**src/cc_array_pkg.sv**
```systemverilog
// Shared constants and types of the dual timebase capture/compare array.
package cc_array_pkg;

	// ----------------------------------------------------------------
	// Sizes
	// ----------------------------------------------------------------
	localparam int NUM_CH = 16;
	localparam int NUM_TB = 2;
	localparam int TB_W = 16;
	localparam int PRE_W = 11;
	localparam int SYNC_W = NUM_CH + 1;

	// ----------------------------------------------------------------
	// Counts and reset values
	// ----------------------------------------------------------------
	localparam logic [PRE_W-1:0] DIV_NORMAL = 11'h001;
	localparam logic [PRE_W-1:0] DIV_STAGGER = 11'h008;
	localparam logic [TB_W-1:0] TB_MAX = 16'hFFFF;
	localparam logic [TB_W-1:0] TB_RESET = 16'h0000;
	localparam logic [TB_W-1:0] RELOAD_RESET = 16'h0000;
	localparam logic [TB_W-1:0] CC_RESET = 16'h0000;

	// ----------------------------------------------------------------
	// Modes and configuration
	// ----------------------------------------------------------------
	typedef enum logic [1:0] {SRC_PRESCALE, SRC_GPT, SRC_EXT} tb_src_e;
	typedef enum logic [2:0] {
		CC_OFF, CC_CAPTURE, CC_CMP0, CC_CMP1, CC_CMP2, CC_CMP3
	} cc_mode_e;
	typedef enum logic [1:0] {EDGE_RISE, EDGE_FALL, EDGE_BOTH} edge_sel_e;

	typedef struct packed {
		logic run;
		tb_src_e src;
		logic [2:0] prescale;
	} tb_cfg_s;

	typedef struct packed {
		logic tb_sel;
		cc_mode_e mode;
		edge_sel_e edge_sel;
		logic single;
	} cc_cfg_s;

endpackage : cc_array_pkg

```
**src/dual_timebase_cc_array.sv**
```systemverilog
// Sixteen-channel capture/compare array on two reloadable timebases.
//
// Contract
// - Sixteen channels with one clock cycle timing resolution normally.
// - Staggered mode slows channel resolution to eight clock cycles.
// - Two independent 16-bit timebases, each with its own reload register.
// - Timebase clock from prescaled system clock or general timer overflows.
// - External count input advances a timebase; outside party supplies pulses.
// - Sixteen registers, each on either timebase, capture or compare.
// - Each register owns one pin: capture trigger or compare output.
// - Capture copies the assigned timebase on the selected pin edge.
// - Every capture raises that channel's interrupt request.
// - Capture trigger is rising, falling or either pin edge.
// - Compare channels match continuously; equality fires the mode action.
// - Mode 0 interrupts only, pin untouched, many per period.
// - Mode 1 toggles the pin on every match, many per period.
// - Mode 2 interrupts only, at most once per timer period.
// - Mode 3 sets pin on match, clears on overflow, once per period.
// - Double-register pair shares one pin, toggled by either match.
// - Single-event option limits any mode to one edge or pulse.
`timescale 1ns/100ps
module dual_timebase_cc_array (
	// Clock and reset
	input wire logic ref_clk,
	input wire logic reset_n,
	// Timebase control
	input cc_array_pkg::tb_cfg_s [cc_array_pkg::NUM_TB-1:0] tb_cfg,
	input wire logic stagger_en,
	input wire logic [cc_array_pkg::NUM_TB-1:0] tb_reload_wr,
	input wire logic [cc_array_pkg::TB_W-1:0] tb_reload_data,
	input wire logic general_timer_module_two_ovf,
	input wire logic ext_count_in,
	// Channel configuration
	input cc_array_pkg::cc_cfg_s [cc_array_pkg::NUM_CH-1:0] cc_cfg,
	input wire logic [cc_array_pkg::NUM_CH-1:0] cc_wr,
	input wire logic [cc_array_pkg::TB_W-1:0] cc_wdata,
	input wire logic [cc_array_pkg::NUM_CH/2-1:0] pair_dbl,
	input wire logic [cc_array_pkg::NUM_CH-1:0] se_rearm,
	// Channel pins
	input wire logic [cc_array_pkg::NUM_CH-1:0] cc_pin_in,
	output logic [cc_array_pkg::NUM_CH-1:0] cc_pin_out,
	output logic [cc_array_pkg::NUM_CH-1:0] cc_pin_oe,
	// Status
	output logic [cc_array_pkg::NUM_CH-1:0][cc_array_pkg::TB_W-1:0] cc_value,
	output logic [cc_array_pkg::NUM_CH-1:0] cc_irq,
	output logic [cc_array_pkg::NUM_TB-1:0][cc_array_pkg::TB_W-1:0] tb_value
);
	import cc_array_pkg::*;

	// ----------------------------------------------------------------
	// Declarations
	// ----------------------------------------------------------------
	logic [SYNC_W-1:0] sync_lvl;
	logic [SYNC_W-1:0] sync_lvl_d_r;
	logic ext_rise;
	logic [NUM_TB-1:0] tb_step;
	logic [NUM_TB-1:0] tb_ovf;
	logic [NUM_CH-1:0] hit_w;
	logic [NUM_CH-1:0] cap_w;
	logic [NUM_CH-1:0] ch_ovf_w;
	logic [NUM_CH-1:0] once_r;
	logic [NUM_CH-1:0] done_r;

	// ----------------------------------------------------------------
	// Input synchronisers and edge detection
	// ----------------------------------------------------------------
	pin_sync #(
		.W(SYNC_W)
	) u_sync (
		.ref_clk(ref_clk),
		.reset_n(reset_n),
		.async_in({ext_count_in, cc_pin_in}),
		.level(sync_lvl)
	);

	always_ff @(posedge ref_clk) begin
		if (!reset_n) begin
			sync_lvl_d_r <= '0;
		end else begin
			sync_lvl_d_r <= sync_lvl;
		end
	end

	assign ext_rise = sync_lvl[NUM_CH] && !sync_lvl_d_r[NUM_CH];

	// ----------------------------------------------------------------
	// Timebases
	// ----------------------------------------------------------------
	for (genvar t = 0; t < NUM_TB; t++) begin : g_tb
		cc_timebase u_tb (
			.ref_clk(ref_clk),
			.reset_n(reset_n),
			.cfg(tb_cfg[t]),
			.stagger_en(stagger_en),
			.gpt_ovf(general_timer_module_two_ovf),
			.ext_rise(ext_rise),
			.reload_wr(tb_reload_wr[t]),
			.reload_data(tb_reload_data),
			.value(tb_value[t]),
			.step(tb_step[t]),
			.ovf(tb_ovf[t])
		);
	end

	// ----------------------------------------------------------------
	// Per-channel events
	// ----------------------------------------------------------------
	for (genvar i = 0; i < NUM_CH; i++) begin : g_ev
		logic sel_w;
		logic cmp_w;
		logic once_mode_w;
		logic rise_w;
		logic fall_w;
		logic cap_l;

		assign sel_w = cc_cfg[i].tb_sel;
		assign cmp_w = cc_cfg[i].mode inside {CC_CMP0, CC_CMP1, CC_CMP2,
			CC_CMP3};
		assign once_mode_w = cc_cfg[i].mode inside {CC_CMP2, CC_CMP3};
		assign rise_w = sync_lvl[i] && !sync_lvl_d_r[i];
		assign fall_w = !sync_lvl[i] && sync_lvl_d_r[i];
		assign ch_ovf_w[i] = tb_ovf[sel_w];

		// A match counts only in the cycle after the timebase stepped.
		assign hit_w[i] = cmp_w && tb_step[sel_w]
			&& tb_value[sel_w] == cc_value[i]
			&& !done_r[i]
			&& !(once_mode_w && once_r[i]);

		always_comb begin
			cap_l = 1'b0;
			if (cc_cfg[i].mode == CC_CAPTURE && !done_r[i]) begin
				unique case (cc_cfg[i].edge_sel)
					EDGE_RISE: cap_l = rise_w;
					EDGE_FALL: cap_l = fall_w;
					EDGE_BOTH: cap_l = rise_w || fall_w;
					default: cap_l = 1'b0;
				endcase
			end
		end

		assign cap_w[i] = cap_l;
	end

	// ----------------------------------------------------------------
	// Capture/compare registers
	// ----------------------------------------------------------------
	always_ff @(posedge ref_clk) begin
		if (!reset_n) begin
			cc_value <= '0;
		end else begin
			for (int k = 0; k < NUM_CH; k++) begin
				if (cap_w[k]) begin
					cc_value[k] <= tb_value[cc_cfg[k].tb_sel];
				end else if (cc_wr[k]) begin
					cc_value[k] <= cc_wdata;
				end
			end
		end
	end

	// ----------------------------------------------------------------
	// Interrupt requests
	// ----------------------------------------------------------------
	always_ff @(posedge ref_clk) begin
		if (!reset_n) begin
			cc_irq <= '0;
		end else begin
			cc_irq <= cap_w | hit_w;
		end
	end

	// ----------------------------------------------------------------
	// Once-per-period and single-event flags
	// ----------------------------------------------------------------
	always_ff @(posedge ref_clk) begin
		if (!reset_n) begin
			once_r <= '0;
		end else begin
			for (int k = 0; k < NUM_CH; k++) begin
				if (hit_w[k]) begin
					once_r[k] <= 1'b1;
				end else if (ch_ovf_w[k]) begin
					once_r[k] <= 1'b0;
				end
			end
		end
	end

	always_ff @(posedge ref_clk) begin
		if (!reset_n) begin
			done_r <= '0;
		end else begin
			for (int k = 0; k < NUM_CH; k++) begin
				if (cc_cfg[k].single && (hit_w[k] || cap_w[k])) begin
					done_r[k] <= 1'b1;
				end else if (se_rearm[k]) begin
					done_r[k] <= 1'b0;
				end
			end
		end
	end

	// ----------------------------------------------------------------
	// Pin drivers
	// ----------------------------------------------------------------
	for (genvar p = 0; p < NUM_CH; p++) begin : g_pin
		localparam int PAIR = p / 2;
		localparam bit EVEN = (p % 2) == 0;
		logic dbl_w;
		logic toggle_w;

		assign dbl_w = pair_dbl[PAIR];
		if (EVEN) begin : g_even
			// Either channel of the pair toggles the shared pin.
			assign toggle_w = dbl_w ? (hit_w[p] || hit_w[p+1])
				: (hit_w[p] && cc_cfg[p].mode == CC_CMP1);
		end else begin : g_odd
			assign toggle_w = !dbl_w && hit_w[p]
				&& cc_cfg[p].mode == CC_CMP1;
		end

		always_ff @(posedge ref_clk) begin
			if (!reset_n) begin
				cc_pin_out[p] <= 1'b0;
			end else if (toggle_w) begin
				cc_pin_out[p] <= !cc_pin_out[p];
			end else if (cc_cfg[p].mode == CC_CMP3 && !(dbl_w && !EVEN)) begin
				if (hit_w[p]) begin
					cc_pin_out[p] <= 1'b1;
				end else if (ch_ovf_w[p]) begin
					cc_pin_out[p] <= 1'b0;
				end
			end
		end

		// Only modes 1 and 3 and the even pin of a double pair drive; other modes and the odd pin of a pair release.
		always_ff @(posedge ref_clk) begin
			if (!reset_n) begin
				cc_pin_oe[p] <= 1'b0;
			end else if (dbl_w) begin
				cc_pin_oe[p] <= EVEN;
			end else begin
				cc_pin_oe[p] <= cc_cfg[p].mode inside {CC_CMP1, CC_CMP3};
			end
		end
	end

endmodule : dual_timebase_cc_array

```
**src/pin_sync.sv**
```systemverilog
// Three-stage synchroniser whose level changes once stages two and three agree.
`timescale 1ns/100ps
module pin_sync #(
	parameter int W = 1
) (
	// Clock and reset
	input wire logic ref_clk,
	input wire logic reset_n,
	// Asynchronous inputs and filtered levels
	input wire logic [W-1:0] async_in,
	output logic [W-1:0] level
);

	logic [W-1:0] s1_r;
	logic [W-1:0] s2_r;
	logic [W-1:0] s3_r;

	always_ff @(posedge ref_clk) begin
		if (!reset_n) begin
			s1_r <= '0;
			s2_r <= '0;
			s3_r <= '0;
		end else begin
			s1_r <= async_in;
			s2_r <= s1_r;
			s3_r <= s2_r;
		end
	end

	always_ff @(posedge ref_clk) begin
		if (!reset_n) begin
			level <= '0;
		end else begin
			for (int k = 0; k < W; k++) begin
				if (s2_r[k] == s3_r[k]) begin
					level[k] <= s3_r[k];
				end
			end
		end
	end

endmodule : pin_sync

```
**src/cc_timebase.sv**
```systemverilog
// One 16-bit up-counting timebase with prescaler and reload register.
`timescale 1ns/100ps
module cc_timebase
	import cc_array_pkg::*;
(
	// Clock and reset
	input wire logic ref_clk,
	input wire logic reset_n,
	// Control
	input cc_array_pkg::tb_cfg_s cfg,
	input wire logic stagger_en,
	input wire logic gpt_ovf,
	input wire logic ext_rise,
	input wire logic reload_wr,
	input wire logic [cc_array_pkg::TB_W-1:0] reload_data,
	// Timer state
	output logic [cc_array_pkg::TB_W-1:0] value,
	output logic step,
	output logic ovf
);

	logic [PRE_W-1:0] pre_r;
	logic [PRE_W-1:0] div_w;
	logic [TB_W-1:0] reload_r;
	logic tick_w;

	assign div_w = (stagger_en ? DIV_STAGGER : DIV_NORMAL) << cfg.prescale;

	always_comb begin
		tick_w = 1'b0;
		if (cfg.run) begin
			unique case (cfg.src)
				SRC_PRESCALE: tick_w = (pre_r == div_w - DIV_NORMAL);
				SRC_GPT: tick_w = gpt_ovf;
				SRC_EXT: tick_w = ext_rise;
				default: tick_w = 1'b0;
			endcase
		end
	end

	// ----------------------------------------------------------------
	// Prescaler
	// ----------------------------------------------------------------
	always_ff @(posedge ref_clk) begin
		if (!reset_n || !cfg.run || pre_r >= div_w - DIV_NORMAL) begin
			pre_r <= '0;
		end else begin
			pre_r <= pre_r + DIV_NORMAL;
		end
	end

	// ----------------------------------------------------------------
	// Reload register and counter
	// ----------------------------------------------------------------
	always_ff @(posedge ref_clk) begin
		if (!reset_n) begin
			reload_r <= RELOAD_RESET;
		end else if (reload_wr) begin
			reload_r <= reload_data;
		end
	end

	always_ff @(posedge ref_clk) begin
		if (!reset_n) begin
			value <= TB_RESET;
			step <= 1'b0;
			ovf <= 1'b0;
		end else begin
			step <= tick_w;
			ovf <= tick_w && value == TB_MAX;
			if (tick_w) begin
				value <= (value == TB_MAX) ? reload_r : value + 16'h0001;
			end
		end
	end

endmodule : cc_timebase

```
**config.mk**
```make
export PLATFORM = sky130hd
export DESIGN_NAME = dual_timebase_cc_array
export DESIGN_NICKNAME = d
export VERILOG_FILES = /design/src/cc_array_pkg.sv /design/src/dual_timebase_cc_array.sv /design/src/pin_sync.sv /design/src/cc_timebase.sv
export SDC_FILE = /design/constraint.sdc
export NUM_CORES = 2
export LEC_CHECK = 0
export BUFFER_PORTS_ARGS = -buffer_cell sky130_fd_sc_hd__clkbuf_2
export CAP_MARGIN = 0
export CORE_ASPECT_RATIO = 0.6
export CORE_UTILIZATION = 57
export DETAILED_ROUTE_END_ITERATION = 10
export PLACE_DENSITY_LB_ADDON = 0.05
export RECOVER_POWER = 25
export SKIP_CTS_REPAIR_TIMING = 1
export SLEW_MARGIN = 15
export SYNTH_ARGS = -nofsm -noshare
export SYNTH_HDL_FRONTEND = slang
export SYNTH_HIERARCHICAL = 1
export SYNTH_SLANG_ARGS = --single-unit
```
**constraint.sdc**
```tcl
create_clock -name ref_clk -period 3.5 [get_ports ref_clk]
set_input_delay 0.175 -clock ref_clk [delete_from_list [all_inputs] [get_ports ref_clk]]
set_output_delay 0.175 -clock ref_clk [all_outputs]
set_load 0.02 [all_outputs]
```
# Word level (Yosys, flattened, before mapping)
# Cells that the tools add are included.
[totals]
mem_bits_rw = 0
out_inout_bits = 336
in_bits = 219
mem_bits_ro = 0
ff_bits = 511
latch_bits = 0
n_memories = 0
elab_cells = 1057
[classes]
n_shift = 2
n_eq_ne = 153
reduce_logical = 485
n_mux = 279
order_cmp = 18
addsub = 6
div = 0
multipliers = 0
bitwise = 2
[op_table]
columns = ["operator", "n"]
rows = [
  ["16-bit two-way mux", 66],
  ["16-bit == test", 16],
  ["1-bit two-way mux", 194],
  ["2-bit nonzero test", 96],
  ["1-bit logical AND", 179],
  ["3-bit by 2-bit == test with 1-bit output, second input constant", 32],
  ["3-bit == test, second input constant", 32],
  ["1-bit logical NOT", 92],
  ["4-bit nonzero test", 16],
  ["1-bit one-hot mux with 3 select lines", 18],
  ["3-bit by 1-bit == test with 1-bit output, second input constant", 16],
  ["3-bit nonzero test", 16],
  ["1-bit logical OR", 44],
  ["2-bit by 1-bit == test with 1-bit output, second input constant", 18],
  ["2-bit == test, second input constant", 18],
  ["2-bit logical NOT", 18],
  ["16-bit by 1-bit adder with 16-bit output, second input constant", 2],
  ["16-bit == test, second input constant", 2],
  ["1-bit by 2-bit < comparator with 1-bit output, second input constant", 16],
  ["2-bit AND reduction", 16],
  ["11-bit by 1-bit adder with 11-bit output, second input constant", 2],
  ["11-bit == test", 2],
  ["11-bit >= comparator", 2],
  ["11-bit by 3-bit left shift with 11-bit output", 2],
  ["6 further kinds", 30],
]

# Logic depth before layout (Yosys ltp)
[depth]
word_depth = 10
mapped_depth = 16
depth_no_buf = 13

# Modules after synthesis
# The synthesis kept the hierarchy.
[by_module_without_submodules]
columns = ["mod", "n_inst", "cells_per_inst", "area_each_um2"]
rows = [
  ["dual_timebase_cc_array", 1, 2800, 23922.9],
  ["cc_timebase at g_tb[0].u_tb", 1, 295, 2536.2],
  ["cc_timebase at g_tb[1].u_tb", 1, 292, 2526.2],
  ["pin_sync", 1, 177, 2006.9],
]

# Least setup slack after synthesis
# OpenSTA, ideal clock, no wires.
[synth_timing]
path_kind = "input to register"
startpoint = "input tb_cfg[7] (netlist bit)"
endpoint = "register g_tb[1].u_tb/value[1] (netlist bit)"
setup_ps = 88
required_ps = 3412
slack_ps = 544
stages = 16
arrival_ps = 2868
cell_sequence = "or2_2 > or3_1 > ha_1 > clkbuf_1 > nor2_1 > mux2i_1 > nor2_1 > a21oi_1 > ha_1 > nand4_1 > o31ai_4 > and3_1 > buf_2 > buf_6 > nor2_1 > a311oi_2"
[synth_via]
elab_chain_cells = 5
[synth_rtl]
columns = ["element", "line_no", "source"]
rows = [
  ["start: declaration", "dual_timebase_cc_array.sv:27", "input cc_array_pkg::tb_cfg_s [cc_array_pkg::NUM_TB-1:0] tb_cfg,"],
  ["11-bit by 3-bit left shift with 11-bit output", "cc_timebase.sv:27", "assign div_w = (stagger_en ? DIV_STAGGER : DIV_NORMAL) << cfg.prescale;"],
  ["11-bit by 1-bit subtractor with 11-bit output", "cc_timebase.sv:33", "SRC_PRESCALE: tick_w = (pre_r == div_w - DIV_NORMAL);"],
  ["11-bit == test", "cc_timebase.sv:33", ""],
  ["1-bit one-hot mux with 3 select lines", "cc_timebase.sv:32", "unique case (cfg.src)"],
  ["1-bit two-way mux", "cc_timebase.sv:31", "if (cfg.run) begin"],
  ["end signal: assignment", "cc_timebase.sv:72", "value <= (value == TB_MAX) ? reload_r : value + 16'h0001;"],
  ["end: declaration", "cc_timebase.sv:17", "output logic [cc_array_pkg::TB_W-1:0] value,"],
]
# No other way between the ends.
# A chain may end at the register's enable or synchronous reset.

# Worst setup path in the final report
[layout_timing]
startpoint = "register g_tb[0].u_tb.step"
endpoint = "register done_r[4]"
[layout_via]
elab_chain_cells = 9
word_cells_on_any_way = 10
classes_between = "mux (3); reduce/logical (7)"
[layout_rtl]
columns = ["element", "line_no", "source"]
rows = [
  ["start: declaration", "cc_timebase.sv:18", "output logic step,"],
  ["start signal: assignment", "cc_timebase.sv:69", "step <= tick_w;"],
  ["1-bit two-way mux (implied by the code) (*) (2 in series)", "dual_timebase_cc_array.sv:125", "assign hit_w[i] = cmp_w && tb_step[sel_w]"],
  ["1-bit logical AND (*)", "dual_timebase_cc_array.sv:125", ""],
  ["1-bit logical AND (*)", "dual_timebase_cc_array.sv:126", "&& tb_value[sel_w] == cc_value[i]"],
  ["1-bit logical AND (*)", "dual_timebase_cc_array.sv:127", "&& !done_r[i]"],
  ["1-bit logical AND (*)", "dual_timebase_cc_array.sv:128", "&& !(once_mode_w && once_r[i]);"],
  ["1-bit logical OR (*)", "dual_timebase_cc_array.sv:195", "if (cc_cfg[k].single && (hit_w[k] || cap_w[k])) begin"],
  ["1-bit logical AND (*)", "dual_timebase_cc_array.sv:195", ""],
  ["1-bit two-way mux / 2-bit nonzero test (equally long branches)", "--", ""],
  ["end signal: assignment", "dual_timebase_cc_array.sv:192", "done_r <= '0;"],
  ["end signal: indexed assignment", "dual_timebase_cc_array.sv:196", "done_r[k] <= 1'b1;"],
  ["end signal: indexed assignment", "dual_timebase_cc_array.sv:198", "done_r[k] <= 1'b0;"],
  ["end: declaration", "dual_timebase_cc_array.sv:62", "logic [NUM_CH-1:0] done_r;"],
]
# Mark *: on every way between the ends. The rest lies on a longest branch, timed or not. The select of a mux whose other input is x is not followed.

==> results.toml <==
[run_status]
status = "finished, violations left"
violations = "hold timing, capacitance limit, slew limit"

[sta]
fin_hold_ws_ns = -0.0353
post-route-min-period_ns = 3.46
rsz0062_at_grt = "no"
fin_crit_sh = 0.987
hold_violations = 5
skew_ns = 0.0306
layout_setup_ws_ns = 0.0445
slew_headroom = -0.370
maxSlewViolCount = 172
setup_violations = 0
fin_setup_tns_ns = 0
worst_pin_slew_ns = 2.05
fmax_ghz = 0.289

[cts]
clock_latency_ns = 0.63
clockBufferDepth = 3
cts_made_buffers = 51
htree_levels = 2
root_buffer = "clkbuf_16"
cts_tree = "yes"
clk_pin_slew_ns = 0.07
clock-sinks = 511

[layout]
drive_gt1_frac = 0.284
area_delta_synth_final_pct = 19.4
nets = 4416

[placed_design]
dp_slack_ns = 0.0987
io_buffer_count = 554
hpwl_mm = 86.4
gp_congestion = 1.04

[detailed_routing]
drtPass1Iterations = 8
routedWlPerCell_um = 24.9
wirelength_mm = 122
drc = 0
antenna_left = 0
first_iter_violations = 3494
vias_per_cell = 6.05
vias = 29500

[die]
die_area_sq_um = 55300
die_x_um = 303
boundaryPins = 555
die_h_um = 183
rows = 65
core_sq_um = 53100
start_util = 0.584

[power_and_ir_drop]
ir_drop_mv = 0.414
power_density_nw_per_um2 = 394
leakage_nw = 15.6

[min_path]
hp-class = "in -> reg"

[global_routing]
grt_pass1_wl_mm = 172
grt_overflow_total = 0
grt_max_degree = 112
grt_pass1_vias = 26200
grt_usage = 0.418
antenna_found_initial = 4

[synthesis]
syn_inst = 3564
post-synth-top-area-cell = "dfxtp_1"
synth_area_per_cell_sq_um = 8.70
yosys-top-cells-count = "511 x dfxtp_1, 339 x mux2i_1, 306 x a21oi_1, 288 x nand2_1, 251 x mux2_2"
ys.flop_type = "dfxtp_1"
netlist_area_sq_um = 31000
synth_nets = 3843
yosysTopAreaCellShare = 0.330
yosysSeqAreaShare = 0.330
ys_seq_elements = 511
ys_types = 87
synthTopCellsByArea = "dfxtp_1 33%, mux2i_1 11%, mux2_2 9.1%"
synth_most_common_cell = "dfxtp_1"
yosysWarnings = 6
synth-async-reset-ratio = 0
synth-edff-count = 0

[setup_path]
worstPathRequired_ns = 4.06
worstPathMaxFanout = 13
crit_type = "reg -> reg"
end_kind = "flop"
crit_arrival_ns = 4.02
start_kind = "flop"

[flow_run]
maxCapViolations = 3
==> report_power, final <==
part | internal (mW) | switching [mW] | total (mW)
sequential | 6.06 | 0.240 | 6.30
combinational | 0.987 | 1.42 | 2.40
clock | 3.31 | 2.57 | 5.89
==> area by class of cell <==
| class | instances | area, sq um |
|---|---|---|
| antenna | 4 | 10.0 |
| clock buffer | 74 | 1480 |
| clock inverter | 20 | 248 |
| fill | 4437 | 16100 |
| inverter | 113 | 432 |
| multi-input combinational | 2698 | 19200 |
| sequential | 511 | 10200 |
| tap | 703 | 880 |
| timing repair buffer | 762 | 4490 |
==> routing by layer <==
layer	share of wire	GRT usage
met5	0.00011	0.00176
met4	0.059	0.220
met3	0.12	0.123
met2	0.41	0.597
met1	0.41	0.565
==> cell usage in the layout (no fill, tap or decap), types with 86 or more instances in the layout <==
cell type        n
buf_4          114
dfxtp_1        511
nand2_1        288
dlygate4sd3_1   86
a21oi_1        306
mux2_2         251
or2_2          216
inv_1          111
nor2_1         241
mux2i_1        339
clkbuf_1        99
xnor2_1        242
clkbuf_2       469
==> per-stage QoR <==
stage                     instance area (sq um)  utilization  cells  hold WS (ns)  total power, mW
after floorplan                           31000            -   3564         0.301             7.86
after global placement                    34500        0.650   4701         0.384             8.68
after detailed placement                  34500        0.650   4701         0.386             8.69
after CTS                                 36300        0.683   4795        -0.254             14.5
after global routing                      37000        0.697   4883       0.00403             15.0
final                                     37000        0.697   4885       -0.0353             14.6
==> worst max-delay path: stages, from the launching register on <==
cell	delay [ns]
dfxtp_1	0.85
mux2i_1	0.19
nor3_1	0.66
nand4_1	0.50
o21a_1	0.32
nor2_1	0.16
a32o_1	0.16
dlygate4sd3_1	0.56
==> sequential cells by signal, indices dropped and copies added (netlist names), 17 cells and up <==
name / count
cc_value: 256
g_tb.u_tb/reload_r: 32
g_tb.u_tb/value: 32
g_tb.u_tb/pre_r: 22
sync_lvl_d_r: 17
u_sync/level: 17
u_sync/s1_r: 17
u_sync/s2_r: 17
u_sync/s3_r: 17
==> cell families (layout without fill, tap and decap cells) <==
kind of cell	count (synthesis)	in the layout	synth area share
buffers and inverters	355	969	0.0496
AO/OA/AOI/OAI	550	550	0.109
AND/OR/NAND/NOR	1210	1210	0.205
multiplexers	590	590	0.201
XOR/XNOR	286	286	0.0808
adder cells (fa/ha/maj)	62	62	0.0249
flip-flops	511	511	0.330
other	0	4	0
==> path summary, 6_finish.rpt <==
check	start	end	slack, ns	depth (start not counted)
worst min register to register	u_sync/s1_r[16]$_SDFF_PN0_	u_sync/s2_r[16]$_SDFF_PN0_	0.43	1
worst max-delay path	g_tb[0].u_tb/step$_SDFF_PN0_	done_r[4]$_SDFFE_PN0P_	0.04	7
worst min-delay path	cc_cfg[60]	cc_pin_out[8]$_SDFFE_PN0P_	-0.04	4
worst max register to register	g_tb[0].u_tb/step$_SDFF_PN0_	done_r[4]$_SDFFE_PN0P_	0.04	7
Note: power is estimated with default switching activity, not from simulation.
